## src/design/ldorc_pkg.sv

```systemverilog
// Purpose: shared constants for the rail control register bank
// Assumes: 8-bit registers reached by a simple synchronous register port
// Notes:   offsets, reset values, field positions and state codes live here
package ldorc_pkg;

  // ****************************************************************
  // register offsets
  // ****************************************************************
  localparam logic [7:0] LDORC_OFF_AOEXIT = 8'h3D;
  localparam logic [7:0] LDORC_OFF_MEM    = 8'h3E;
  localparam logic [7:0] LDORC_OFF_AON    = 8'h45;
  localparam logic [7:0] LDORC_OFF_AUX    = 8'h47;
  localparam logic [7:0] LDORC_OFF_IO     = 8'h4A;
  localparam logic [7:0] LDORC_OFF_MODEM  = 8'h4B;

  // ****************************************************************
  // reset values
  // ****************************************************************
  localparam logic [7:0] LDORC_RST_AOEXIT = 8'h07;
  localparam logic [7:0] LDORC_RST_MEM    = 8'h3C;
  localparam logic [7:0] LDORC_RST_AON    = 8'h07;
  localparam logic [7:0] LDORC_RST_AUX    = 8'h24;
  localparam logic [7:0] LDORC_RST_IO     = 8'h24;
  localparam logic [7:0] LDORC_RST_MODEM  = 8'h24;

  // ****************************************************************
  // field positions
  // ****************************************************************
  localparam int LDORC_STATE_LSB = 0;
  localparam int LDORC_EXIT_LSB  = 3;
  localparam int LDORC_SEL_LSB   = 6;
  localparam int LDORC_NUM_RAILS = 6;

  // rail indices inside the bank
  localparam int LDORC_IX_AOEXIT = 0;
  localparam int LDORC_IX_MEM    = 1;
  localparam int LDORC_IX_AON    = 2;
  localparam int LDORC_IX_AUX    = 3;
  localparam int LDORC_IX_IO     = 4;
  localparam int LDORC_IX_MODEM  = 5;

  // ****************************************************************
  // codes
  // ****************************************************************
  localparam logic [2:0] LDORC_CODE_OFF  = 3'h4;
  localparam logic [2:0] LDORC_CODE_LOWP = 3'h5;
  localparam logic [1:0] LDORC_SEL_LO    = 2'h0;  // io 1.8 V, modem 1.2 V
  localparam logic [1:0] LDORC_SEL_HI    = 2'h1;  // io 2.5 V, modem 1.3 V

  // decoded rail mode
  typedef enum logic [1:0] {
    LDORC_MODE_OFF    = 2'h0,
    LDORC_MODE_LOWP   = 2'h1,
    LDORC_MODE_ACTIVE = 2'h3
  } ldorc_mode_t;

  // physical regulator voltage setting
  typedef enum logic [1:0] {
    LDORC_V_NONE = 2'h0,
    LDORC_V_1P8  = 2'h1,
    LDORC_V_2P5  = 2'h2,
    LDORC_V_1P2  = 2'h3
  } ldorc_volt_t;
  localparam logic [1:0] LDORC_V_1P3 = 2'h3;  // navigation side shares encoding slot

  // state field decode: reserved codes fall to off
  function automatic ldorc_mode_t ldorc_decode(input logic [2:0] code);
    ldorc_mode_t m;
    m = LDORC_MODE_OFF;
    if (code == LDORC_CODE_LOWP) begin
      m = LDORC_MODE_LOWP;
    end else if (code[2] && code[1]) begin
      m = LDORC_MODE_ACTIVE;
    end
    return m;
  endfunction

endpackage

```

## src/design/ldorc_rail_if.sv

```systemverilog
// Purpose: per-rail control bundle between bank and rail drivers
// Assumes: one clock domain
// Notes:   state code in, decoded controls out
`timescale 1ns/10ps
interface ldorc_rail_if;
  import ldorc_pkg::*;
  logic [2:0]  state_code;
  ldorc_mode_t mode;
  logic        discharge;

  modport bank (output state_code, input mode, input discharge);
  modport rail (input state_code, output mode, output discharge);
endinterface

```

## src/design/ldorc_rail_dec.sv

```systemverilog
// Purpose: decode one rail's state field into enable, low power, discharge
// Assumes: state code already registered in the bank
// Notes:   purely combinational; the bank registers the results
`timescale 1ns/10ps
module ldorc_rail_dec
  import ldorc_pkg::*;
(
  ldorc_rail_if.rail rail_if
);
  // reserved codes decode to off so nothing turns on by accident
  always_comb begin
    rail_if.mode      = ldorc_decode(rail_if.state_code);
    rail_if.discharge = (ldorc_decode(rail_if.state_code) == LDORC_MODE_OFF);
  end
endmodule

```

## src/design/ldorc_bank.sv

```systemverilog
// Purpose: control register bank for a group of linear regulator rails
// Assumes: register port is synchronous; one access per cycle; pins synchronous
// Notes:   the two mapped rails steer the wireless and navigation regulators
//
// Summary of operation
// - state code 4 off, 5 low, 6-7 active
// - standby exit copies exit field if 4-7
// - io select: 0 is 1.8 V, 1 is 2.5 V
// - modem select: 0 is 1.2 V, 1 is 1.3 V
// - io 1.8 V drives navigation regulator
// - io 2.5 V drives wireless regulator
// - modem 1.2 V drives wireless regulator
// - modem 1.3 V drives navigation regulator
// - mapped registers reset 0x24, read/write
// - processor rail registers reset 0x07, 0x3C
// - always-on 0x07, auxiliary 0x24, read/write
// - shut-down rails are actively discharged
// - over-current and under-voltage reported as faults
`timescale 1ns/10ps
module ldorc_bank
  import ldorc_pkg::*;
#(
  parameter int ADDR_W = 8
) (
  input  wire logic              clk_in,
  input  wire logic              srst_in,
  input  wire logic              reg_wr_in,
  input  wire logic              reg_rd_in,
  input  wire logic [ADDR_W-1:0] reg_addr_in,
  input  wire logic [7:0]        reg_wdata_in,
  input  wire logic              standby_exit_pin_in,
  input  wire logic [5:0]        ocp_in,
  input  wire logic [5:0]        uvp_in,
  output logic [7:0]             reg_rdata_out,
  output logic                   reg_rvalid_out,
  output logic [3:0]             rail_en_out,
  output logic [3:0]             rail_lowp_out,
  output logic [3:0]             rail_disch_out,
  output logic                   wireless_regulator_en_out,
  output logic                   wireless_regulator_lowp_out,
  output logic                   wireless_regulator_disch_out,
  output ldorc_volt_t            wireless_regulator_volt_out,
  output logic                   navigation_regulator_en_out,
  output logic                   navigation_regulator_lowp_out,
  output logic                   navigation_regulator_disch_out,
  output logic [1:0]             navigation_regulator_volt_out,
  output logic [5:0]             fault_event_out
);

  // an address too narrow to reach the top register cannot be served
  generate
    if (ADDR_W < 7) begin : g_addr_w_check
      $error("ldorc_bank: address must reach offset 0x4B");
    end
  endgenerate

  // ****************************************************************
  // register storage
  // ****************************************************************
  localparam logic [7:0] RST_VAL [LDORC_NUM_RAILS] = '{
    LDORC_RST_AOEXIT, LDORC_RST_MEM, LDORC_RST_AON,
    LDORC_RST_AUX, LDORC_RST_IO, LDORC_RST_MODEM
  };
  localparam logic [7:0] OFF_VAL [LDORC_NUM_RAILS] = '{
    LDORC_OFF_AOEXIT, LDORC_OFF_MEM, LDORC_OFF_AON,
    LDORC_OFF_AUX, LDORC_OFF_IO, LDORC_OFF_MODEM
  };

  logic [7:0] ctrl_reg  [LDORC_NUM_RAILS];
  logic [7:0] ctrl_next [LDORC_NUM_RAILS];
  logic [LDORC_NUM_RAILS-1:0] hit;

  // address decode, one hit line per register
  always_comb begin
    for (int i = 0; i < LDORC_NUM_RAILS; i++) begin
      hit[i] = (reg_addr_in == ADDR_W'(OFF_VAL[i]));
    end
  end

  // a register write wins over a standby copy in the same cycle, since the
  // host's newest intent is the one it expects to read back
  always_comb begin
    for (int i = 0; i < LDORC_NUM_RAILS; i++) begin
      ctrl_next[i] = ctrl_reg[i];
      if (standby_exit_pin_in && ctrl_reg[i][LDORC_EXIT_LSB+2]) begin
        ctrl_next[i][LDORC_STATE_LSB+:3] = ctrl_reg[i][LDORC_EXIT_LSB+:3];
      end
      if (reg_wr_in && hit[i]) begin
        ctrl_next[i] = reg_wdata_in;
      end
    end
  end

  // bank registers, reset to their documented defaults
  always_ff @(posedge clk_in) begin
    for (int i = 0; i < LDORC_NUM_RAILS; i++) begin
      if (srst_in) begin
        ctrl_reg[i] <= RST_VAL[i];
      end else begin
        ctrl_reg[i] <= ctrl_next[i];
      end
    end
  end

  // ****************************************************************
  // read path
  // ****************************************************************
  logic [7:0] rdata_next;
  logic       rvalid_next;

  // unmapped addresses read as zero
  always_comb begin
    rdata_next  = 8'h00;
    rvalid_next = reg_rd_in;
    for (int i = 0; i < LDORC_NUM_RAILS; i++) begin
      if (reg_rd_in && hit[i]) begin
        rdata_next = ctrl_reg[i];
      end
    end
  end

  always_ff @(posedge clk_in) begin
    if (srst_in) begin
      reg_rdata_out  <= 8'h00;
      reg_rvalid_out <= 1'b0;
    end else begin
      reg_rdata_out  <= rdata_next;
      reg_rvalid_out <= rvalid_next;
    end
  end

  // ****************************************************************
  // per-rail state decode
  // ****************************************************************
  ldorc_mode_t mode_w  [LDORC_NUM_RAILS];
  logic        disch_w [LDORC_NUM_RAILS];

  genvar g;
  generate
    for (g = 0; g < LDORC_NUM_RAILS; g++) begin : g_rail
      ldorc_rail_if rif ();
      assign rif.state_code = ctrl_reg[g][LDORC_STATE_LSB+:3];
      ldorc_rail_dec u_dec (
        .rail_if (rif.rail)
      );
      assign mode_w[g]  = rif.mode;
      assign disch_w[g] = rif.discharge;
    end
  endgenerate

  // ****************************************************************
  // fixed rails and mapped rail steering
  // ****************************************************************
  logic [3:0]  en_next;
  logic [3:0]  lowp_next;
  logic [3:0]  disch_next;
  logic        wl_en_next;
  logic        wl_lowp_next;
  ldorc_volt_t wl_volt_next;
  logic        nv_en_next;
  logic        nv_lowp_next;
  logic [1:0]  nv_volt_next;
  logic [1:0]  io_sel;
  logic [1:0]  md_sel;

  // reserved select codes steer nothing; an unsteered regulator is held off
  // and discharged, which is the safe state if firmware slips
  always_comb begin
    for (int i = 0; i < 4; i++) begin
      en_next[i]    = (mode_w[i] != LDORC_MODE_OFF);
      lowp_next[i]  = (mode_w[i] == LDORC_MODE_LOWP);
      disch_next[i] = disch_w[i];
    end
    io_sel       = ctrl_reg[LDORC_IX_IO][LDORC_SEL_LSB+:2];
    md_sel       = ctrl_reg[LDORC_IX_MODEM][LDORC_SEL_LSB+:2];
    wl_en_next   = 1'b0;
    wl_lowp_next = 1'b0;
    wl_volt_next = LDORC_V_NONE;
    nv_en_next   = 1'b0;
    nv_lowp_next = 1'b0;
    nv_volt_next = LDORC_V_NONE;
    if (io_sel == LDORC_SEL_LO) begin
      nv_en_next   = (mode_w[LDORC_IX_IO] != LDORC_MODE_OFF);
      nv_lowp_next = (mode_w[LDORC_IX_IO] == LDORC_MODE_LOWP);
      nv_volt_next = LDORC_V_1P8;
    end else if (io_sel == LDORC_SEL_HI) begin
      wl_en_next   = (mode_w[LDORC_IX_IO] != LDORC_MODE_OFF);
      wl_lowp_next = (mode_w[LDORC_IX_IO] == LDORC_MODE_LOWP);
      wl_volt_next = LDORC_V_2P5;
    end
    // the host keeps the two mapped rails apart; if it does not, the
    // modem side takes the shared regulator
    if (md_sel == LDORC_SEL_LO) begin
      wl_en_next   = (mode_w[LDORC_IX_MODEM] != LDORC_MODE_OFF);
      wl_lowp_next = (mode_w[LDORC_IX_MODEM] == LDORC_MODE_LOWP);
      wl_volt_next = LDORC_V_1P2;
    end else if (md_sel == LDORC_SEL_HI) begin
      nv_en_next   = (mode_w[LDORC_IX_MODEM] != LDORC_MODE_OFF);
      nv_lowp_next = (mode_w[LDORC_IX_MODEM] == LDORC_MODE_LOWP);
      nv_volt_next = LDORC_V_1P3;
    end
  end

  // registered regulator controls and fault events
  always_ff @(posedge clk_in) begin
    if (srst_in) begin
      rail_en_out                    <= 4'h0;
      rail_lowp_out                  <= 4'h0;
      rail_disch_out                 <= 4'hF;
      wireless_regulator_en_out      <= 1'b0;
      wireless_regulator_lowp_out    <= 1'b0;
      wireless_regulator_disch_out   <= 1'b1;
      wireless_regulator_volt_out    <= LDORC_V_NONE;
      navigation_regulator_en_out    <= 1'b0;
      navigation_regulator_lowp_out  <= 1'b0;
      navigation_regulator_disch_out <= 1'b1;
      navigation_regulator_volt_out  <= 2'h0;
      fault_event_out                <= 6'h00;
    end else begin
      rail_en_out                    <= en_next;
      rail_lowp_out                  <= lowp_next;
      rail_disch_out                 <= disch_next;
      wireless_regulator_en_out      <= wl_en_next;
      wireless_regulator_lowp_out    <= wl_lowp_next;
      wireless_regulator_disch_out   <= !wl_en_next;
      wireless_regulator_volt_out    <= wl_volt_next;
      navigation_regulator_en_out    <= nv_en_next;
      navigation_regulator_lowp_out  <= nv_lowp_next;
      navigation_regulator_disch_out <= !nv_en_next;
      navigation_regulator_volt_out  <= nv_volt_next;
      fault_event_out                <= ocp_in | uvp_in;
    end
  end

  // ****************************************************************
  // checks
  // ****************************************************************
  chk_exit_copy_taken: assert property (@(posedge clk_in) disable iff (srst_in)
    (standby_exit_pin_in && !reg_wr_in && ctrl_reg[LDORC_IX_AOEXIT][5])
    |=> ctrl_reg[LDORC_IX_AOEXIT][2:0] == $past(ctrl_reg[LDORC_IX_AOEXIT][5:3]))
    else $error("standby exit copy missing");

  chk_exit_nocopy_held: assert property (@(posedge clk_in) disable iff (srst_in)
    (standby_exit_pin_in && !reg_wr_in && !ctrl_reg[LDORC_IX_AUX][5])
    |=> $stable(ctrl_reg[LDORC_IX_AUX]))
    else $error("exit code 0-3 changed state");

  chk_write_readback: assert property (@(posedge clk_in) disable iff (srst_in)
    (reg_wr_in && reg_addr_in == ADDR_W'(LDORC_OFF_IO)) ##1
    (!reg_wr_in && !standby_exit_pin_in) ##1
    (reg_rd_in && !reg_wr_in && reg_addr_in == ADDR_W'(LDORC_OFF_IO))
    |=> reg_rdata_out == $past(reg_wdata_in, 3))
    else $error("io register readback wrong");

  chk_reset_value: assert property (@(posedge clk_in)
    $past(srst_in) |-> ctrl_reg[LDORC_IX_MEM] == LDORC_RST_MEM)
    else $error("memory rail reset value wrong");

  chk_off_discharge: assert property (@(posedge clk_in) disable iff (srst_in)
    rail_disch_out[LDORC_IX_AON] == !rail_en_out[LDORC_IX_AON])
    else $error("discharge not tied to off");

  chk_io_nav_1p8: assert property (@(posedge clk_in) disable iff (srst_in)
    (io_sel == LDORC_SEL_LO && md_sel != LDORC_SEL_HI && ctrl_reg[LDORC_IX_IO][2:1] == 2'h3)
    |=> navigation_regulator_en_out && navigation_regulator_volt_out == LDORC_V_1P8)
    else $error("io 1.8 V not on navigation");

  chk_modem_wl_1p2: assert property (@(posedge clk_in) disable iff (srst_in)
    (md_sel == LDORC_SEL_LO && ctrl_reg[LDORC_IX_MODEM][2:0] == LDORC_CODE_LOWP)
    |=> wireless_regulator_lowp_out && wireless_regulator_volt_out == LDORC_V_1P2)
    else $error("modem 1.2 V not on wireless");

  chk_reserved_off: assert property (@(posedge clk_in) disable iff (srst_in)
    (!ctrl_reg[LDORC_IX_AOEXIT][2]) |=> !rail_en_out[LDORC_IX_AOEXIT])
    else $error("reserved code enabled a rail");

  chk_fault_report: assert property (@(posedge clk_in) disable iff (srst_in)
    (ocp_in[0] || uvp_in[0]) |=> fault_event_out[0])
    else $error("fault not reported");

  // steering checks look one edge on, since regulator controls are registered
  chk_read_answer: assert property (@(posedge clk_in) disable iff (srst_in)
    reg_rd_in |=> reg_rvalid_out)
    else $error("read not answered");

  chk_io_wl_2p5: assert property (@(posedge clk_in) disable iff (srst_in)
    (io_sel == LDORC_SEL_HI && md_sel != LDORC_SEL_LO && ctrl_reg[LDORC_IX_IO][2:1] == 2'h3)
    |=> wireless_regulator_en_out && wireless_regulator_volt_out == LDORC_V_2P5)
    else $error("io 2.5 V not on wireless");

  chk_modem_nav_1p3: assert property (@(posedge clk_in) disable iff (srst_in)
    (md_sel == LDORC_SEL_HI && ctrl_reg[LDORC_IX_MODEM][2:1] == 2'h3)
    |=> navigation_regulator_en_out && navigation_regulator_volt_out == LDORC_V_1P3)
    else $error("modem 1.3 V not on navigation");

  chk_reserved_sel: assert property (@(posedge clk_in) disable iff (srst_in)
    (io_sel[1] && md_sel[1]) |=> !wireless_regulator_en_out && !navigation_regulator_en_out)
    else $error("reserved select enabled a regulator");

  chk_lowp_state: assert property (@(posedge clk_in) disable iff (srst_in)
    (ctrl_reg[LDORC_IX_MEM][2:0] == LDORC_CODE_LOWP)
    |=> rail_en_out[LDORC_IX_MEM] && rail_lowp_out[LDORC_IX_MEM])
    else $error("low power code not decoded");

  chk_nav_discharge: assert property (@(posedge clk_in) disable iff (srst_in)
    navigation_regulator_disch_out == !navigation_regulator_en_out)
    else $error("navigation discharge not tied to off");

endmodule

```

## config.mk

```make
export PLATFORM = sky130hd
export DESIGN_NAME = ldorc_bank
export DESIGN_NICKNAME = d
export VERILOG_FILES = /design/src/design/ldorc_pkg.sv /design/src/design/ldorc_rail_if.sv /design/src/design/ldorc_rail_dec.sv /design/src/design/ldorc_bank.sv
export SDC_FILE = /design/constraint.sdc
export NUM_CORES = 1
export LEC_CHECK = 0
export BUFFER_PORTS_ARGS = -buffer_cell sky130_fd_sc_hd__buf_2
export CAP_MARGIN = 20
export CORE_ASPECT_RATIO = 0.75
export CORE_UTILIZATION = 55
export CTS_CLUSTER_DIAMETER = 50
export DETAILED_ROUTE_END_ITERATION = 16
export PLACE_DENSITY = 0.77
export SYNTH_ARGS = -nofsm -noshare
export SYNTH_HDL_FRONTEND = slang
export SYNTH_SLANG_ARGS = --single-unit
```

## constraint.sdc

```tcl
create_clock -name clk_in -period 2.15 [get_ports clk_in]
set_input_delay 0.43 -clock clk_in [delete_from_list [all_inputs] [get_ports clk_in]]
set_output_delay 0.43 -clock clk_in [all_outputs]
set_load 0.01 [all_outputs]
```

==> results of run 1 <==
## final cells by class
type                    count  area [µm²]
clock inverters             5        82.6
multi-input cells         305        1780
fillers                   564        2030
flip-flops and latches     85        1700
inverters                  11        41.3
clock buffers              11         141
repair buffers             86         473
well taps                  81         101
## worst reg2reg max path, delay by kind of cell (launching register included)
kind | cells | cell delay, ps
flip-flops | 1 | 360
AND/OR/NAND/NOR | 1 | 80
AO/OA/AOI/OAI | 3 | 970
## worst min-delay path by stage
stage / start / endpoint
final: ocp_in[4] / fault_event_out[4]$_SDFF_PP0_
after floorplan: ctrl_reg[2][6]$_SDFFE_PP0P_ / ctrl_reg[2][6]$_SDFFE_PP0P_
after detailed placement: ctrl_reg[0][6]$_SDFFE_PP0P_ / ctrl_reg[0][6]$_SDFFE_PP0P_
after global routing: ocp_in[4] / fault_event_out[4]$_SDFF_PP0_
after global placement: ctrl_reg[2][7]$_SDFFE_PP0P_ / ctrl_reg[2][7]$_SDFFE_PP0P_
after CTS: ocp_in[4] / fault_event_out[4]$_SDFF_PP0_
## layer usage
metal,vias to the layer above,wire length (µm),GRT usage (%),part of all wire (%)
li1,1658,-,-,-
met1,1639,4460,43.1,46
met2,175,4210,45.4,44
met3,17,849,8.91,8.8
met4,0,134,7.46,1.4
met5,-,0,0,0
## through the flow
step                util [%]  power, mW  hold WS [ps]  setup TNS [ps]
detailed placement      64.5       1.85           456           -44.4
CTS                     68.0       3.11           253               0
floorplan                  -       1.75           431               0
global route            68.0       3.20           261               0
global placement        64.5       1.85           447               0
finish                  68.0       3.10           256               0
## layout by cell type, fill, tap and decap left out, types with 3 or more instances in the layout
cell       count
a32o_1         6
clkbuf_8      10
nand3b_1       9
a2bb2oi_1      6
nand3_1       12
or3_1          3
o32ai_1        6
nor2b_1       10
nand2_1       52
nand2b_1      11
o21bai_1      16
buf_2         69
inv_1         11
nor2_1        54
nor3b_1        6
a311oi_1       8
a21oi_1       25
mux2i_1        6
a211oi_1       6
dfxtp_1       85
and3_1         7
o22ai_1        3
nand4_1        5
nor3_1         6
a211o_1        6
o21ai_0       17
a22oi_1        6
buf_4         17
and3b_1        5
## power by group
part / switching, mW / total [mW] / internal, mW
sequential: 0.00806 / 1.60 / 1.60
combinational: 0.134 / 0.215 / 0.0809
clock: 0.589 / 1.28 / 0.691
## logic make-up (layout without fill, tap and decap cells)
group	count (synthesis)	count (layout)	share of synthesized area, %
AND/OR/NAND/NOR	188	188	26.0
multiplexers	6	6	1.65
AO/OA/AOI/OAI	111	111	21.4
flip-flops	85	85	46.8
buffers and inverters	36	113	4.17
==> out/qor.yml, run 1 <==
status:
  status: "complete, no violations"
setup_path:
  cpMaxStageDelayCell: "or4b_1"
  rrSetupSlack_ps: 660
  cpPeakStageDelay_ps: 640
  cp_max_fo: 8
  arrival_ps: 2060
  crit_chain: "buf_2, or4b_1, or3_1, o21bai_1, o32ai_1"
  crit_type: "input pin to flip-flop"
  crit_cells: 5
  path_buf_inv: 1
  crit_path_start_kind: "input pin"
  reg2reg_depth: 4
  end_kind: "flip-flop"
  r2r_end: "reg_rdata_out[2]$_SDFF_PP0_"
  r2r-start: "ctrl_reg[0][2]$_SDFFE_PP1P_"
  required_ps: 2400
  endpoint: "reg_rdata_out[0]$_SDFF_PP0_"
  critPathLaunch: "reg_addr_in[5]"
  critical_path.top_delay_family: "simple AND/OR/NAND/NOR gates"
floorplanning:
  core_mm2: 0.00635
  initial_core_util_pct: 57.2
  die-area_mm2: 0.00694
  fp-row-count: 25
  die_x_um: 95.8
  ios: 70
  fp.dieH_um: 72.4
cts:
  path_clk_slew_ps: 90
  cts_sinks: 85
  cts_hold_buffers: 0
  post-cts-setup-buffers: 0
  htreeDepth: 3
  ctsResizeCount: 0
  clockRootBuffer: "clkbuf_8"
  clk_latency_ps: 370
  cts_tree: "done"
  cts_buffers: 9
  clockBufferDepth: 2
synthesis:
  synth.largest_area_cell: "dfxtp_1"
  synth.distinct_cells: 41
  synth_nets: 459
  synthCells: 426
  ys_seq_area_share_pct: 46.8
  yosys_warnings: 0
  ys_top_cells_by_count: "dfxtp_1 (85), nor2_1 (54), nand2_1 (52), a21oi_1 (25), clkbuf_1 (20)"
  synth.area.top_cells: "dfxtp_1 (47%), nor2_1 (5.6%), nand2_1 (5.4%), a21oi_1 (3.4%), o21bai_1 (3.3%)"
  yosysMostFrequentCell: "dfxtp_1"
  netlist_area_mm2: 0.00363
  synth_edf_count: 0
  synth-seq-cells: 85
  synth_top_area_share_pct: 46.8
  async_flop_share_pct: 0
  avgSynthCellArea_um2: 8.53
  synth_flop_cell: "dfxtp_1"
global_routing:
  grt-ovfl-total: 0
  antenna_found_initial: 0
  grt_max_degree: 45
  grt_pass1_vias: 3137
  grt_pass1_wl_um: 15700
  gr-usage-all-layers_pct: 30.4
sta:
  rsz0062_at_grt: "false"
  period_share_pct: 84.4
  relSlewSlack_pct: 63.6
  worst_pin_slew_ps: 544
  slew_violations: 0
  final.setup.worst_slack_ps: 336
  fmax_ghz: 0.551
  setup_viol: 0
  skew_ps: 12.0
  finalHoldViolCount: 0
  layout_min_cycle_time_ps: 1810
layout:
  instances_no_fill: 584
  final_cell_area_mm2: 0.00432
  area_growth_pct: 18.9
  num-nets-final: 531
  antenna_cells: 0
  drive_gt1_share_pct: 20.7
  largest_reg_flops: 48
place:
  gp_congestion: 0.932
  placed_cell_area_mm2: 0.00410
  dp_cells: 568
  dp.final_hpwl_um: 7100
  port_buffers: 69
  place_ws_ps: -14.7
worst_hold_path:
  hold_depth: 3
  min_path_type: "input pin to flip-flop"
routing:
  routedWlPerCell_um: 16.5
  vias: 3489
  drt-total-wl_um: 9650
  dr.pass1.iters: 5
  dr.first_iter.drc_count: 319
  antenna_left: 0
  drc: 0
  avgViaCountPerCell: 5.97
pwr:
  ir_drop_uv: 464
  p_leak_nw: 1.83
  power.density_mw_per_mm2: 718
job:
  maxCapViolations: 0
No activity file was read; power rests on OpenSTA's default activity.
==> run 2, diff against run 1 <==
- clock period: 2.15 -> 1.85 ns (I/O delays scaled with it)
==> out/qor.yml, run 2 (synthesis gave the netlist of run 1 again) <==
place:
  port_buffers: 69  # unchanged
  placed_cell_area_mm2: 0.00419  # +2.2%
  dp_cells: 576  # +1.4%
  gp_congestion: 0.887  # -4.8%
  dp.final_hpwl_um: 7150  # +0.69%
  place_ws_ps: -101  # -86.1 ps
cts:
  clockRootBuffer: "clkbuf_8"
  cts_tree: "done"
  path_clk_slew_ps: 90  # about the same
  clk_latency_ps: 370  # about the same
  cts_sinks: 85  # unchanged
  htreeDepth: 3  # unchanged
  ctsResizeCount: 0  # unchanged
  clockBufferDepth: 2  # unchanged
  post-cts-setup-buffers: 0  # unchanged
  cts_buffers: 9  # unchanged
  cts_hold_buffers: 0  # unchanged
sta:
  timing.setup.tns_ps: 0  # unchanged
  period_share_pct: 84.4
  worst_pin_slew_ps: 652  # +108 ps
  setup_viol: 0  # unchanged
  relSlewSlack_pct: 56.1  # -7.6 points
  finalHoldViolCount: 0  # unchanged
  slew_violations: 0  # unchanged
  layout_min_cycle_time_ps: 1560
  skew_ps: 3.40  # -8.63 ps
  rsz0062_at_grt: "false"
  fmax_ghz: 0.641
  final.setup.worst_slack_ps: 289  # -47.0 ps
routing:
  vias: 3485  # -0.11%
  met3RoutedLength_um: 992  # +17%
  antenna_left: 0  # unchanged
  drt-total-wl_um: 9620  # -0.25%
  wl_met1_um: 4470  # +0.22%
  dr.pass1.iters: 5  # unchanged
  wl_met2_um: 4030  # -4.3%
  drc: 0  # unchanged
  routedWlPerCell_um: 16.3  # -1.6%
  avgViaCountPerCell: 5.89  # -1.5%
  top_layer_used: "met4"
  dr.first_iter.drc_count: 319  # unchanged
setup_path:
  required_ps: 2110  # -290 ps
  cp_max_fo: 11  # +3
  cpPeakStageDelay_ps: 340  # -300 ps
  arrival_ps: 1820  # -240 ps
  cp_common_cell: "buf_4"
  cpMaxStageDelayCell: "nor4b_1"
  path_buf_inv: 3  # +2
  critical_path.top_delay_family: "simple AND/OR/NAND/NOR gates"
  crit_chain: "buf_2, buf_4, nor4b_1, buf_4, nand3_1, o21ai_0, o32ai_1"
  end_kind: "flip-flop"
  crit_path_start_kind: "input pin"
  crit_type: "input pin to flip-flop"
status:
  status: "complete, no violations"
global_routing:
  grt-ovfl-total: 0  # unchanged
  grt_max_degree: 50  # +11%
  grt_pass1_vias: 2918  # -7.0%
  antenna_found_initial: 0  # unchanged
  gr-usage-all-layers_pct: 29.3  # -1.1 points
  grt_pass1_wl_um: 15200  # -3.6%
layout:
  num-nets-final: 539  # +1.5%
  final_cell_area_mm2: 0.00441  # +2.0%
  mostFrequentLayoutCells: "dfxtp_1 (85), buf_2 (69), nor2_1 (54)"
  instances_no_fill: 592  # +1.4%
  n_fill_cell: 518  # -8.2%
  largest_reg_flops: 48  # unchanged
  final_common_cell: "dfxtp_1"
  drive_gt1_share_pct: 22.3  # +1.6 points
  antenna_cells: 0  # unchanged
  area_growth_pct: 21.3
floorplanning:
  core_mm2: 0.00635  # unchanged
  ios: 70  # unchanged
  fp.dieH_um: 72.4  # unchanged
  die-area_mm2: 0.00694  # unchanged
  fp-row-count: 25  # unchanged
  die_x_um: 95.8  # unchanged
  initial_core_util_pct: 57.2  # unchanged
pwr:
  ir_drop_uv: 898  # +94%
  power_frac_seq_pct: 51.8  # about the same
  power.density_mw_per_mm2: 817  # +14%
  p_int_mw: 2.73  # +15%
  power_switching_mw: 0.873  # +19%
  power_frac_comb_pct: 7.4  # +0.5 points
  p_leak_nw: 1.87  # +2.3%
  p_clk_share_pct: 40.9  # -0.4 points
  switching_share_pct: 24.2  # +0.64 points
worst_hold_path:
  min_path_type: "input pin to flip-flop"
job:
  maxCapViolations: 0  # unchanged
run 2: metal layers:
| layer | up-vias | global-route usage [%] |
|---|---|---|
| met5 | - | 0 |
| met4 | 0 | 6.14 |
| met3 | 16 | 9.64 |
| met2 | 184 | 41.7 |
| met1 | 1601 | 43.1 |
| li1 | 1684 | - |
run 2: power by group through the flow:
| stage | logic [mW] | registers, mW | clock network (mW) |
|---|---|---|---|
| after CTS | 0.262 | 1.86 | 1.48 |
| after floorplan | 0.118 | 1.92 | 0 |
| final | 0.265 | 1.86 | 1.47 |
| after detailed placement | 0.261 | 1.91 | 0 |
| after global placement | 0.254 | 1.91 | 0 |
| after global routing | 0.289 | 1.87 | 1.58 |
run 2: worst paths after layout:
kind                                                      end  slack [ps]                         from  cells past startpoint
worst min-delay path            fault_event_out[0]$_SDFF_PP0_         200                    ocp_in[0]                      3
worst min register to register    ctrl_reg[2][6]$_SDFFE_PP0P_         460  ctrl_reg[2][6]$_SDFFE_PP0P_                      2
worst max register to register    reg_rdata_out[2]$_SDFF_PP0_         400  ctrl_reg[0][2]$_SDFFE_PP1P_                      4
worst max-delay path              reg_rdata_out[5]$_SDFF_PP0_         290               reg_addr_in[5]                      7
run 2: through the flow:
step           power (mW)  hold WS, ps  utilization (%)
6_report             3.60          201             69.4
5_1_grt              3.74          200             69.4
4_1_cts              3.61          194             69.4
3_5_place_dp         2.17          445             65.9
3_3_place_gp         2.16          441             65.9
2_1_floorplan        2.04          431                -
run 2: layout make-up:
class | count | area (µm²) | area share [%]
Multi-Input combinational cell | 305 | 1780 | 40.5
Sequential cell | 85 | 1700 | 38.6
Timing Repair Buffer | 94 | 558 | 12.7
Clock buffer | 9 | 124 | 2.81
Tap cell | 81 | 101 | 2.30
Clock inverter | 7 | 97.6 | 2.21
Inverter | 11 | 41.3 | 0.937
run 2: worst reg2reg max path, stage by stage (launching register included):
cell and delay, ps:
dfxtp_1 370, nand3b_1 80, a2111oi_0 530, o21ai_0 170, a211oi_1 230
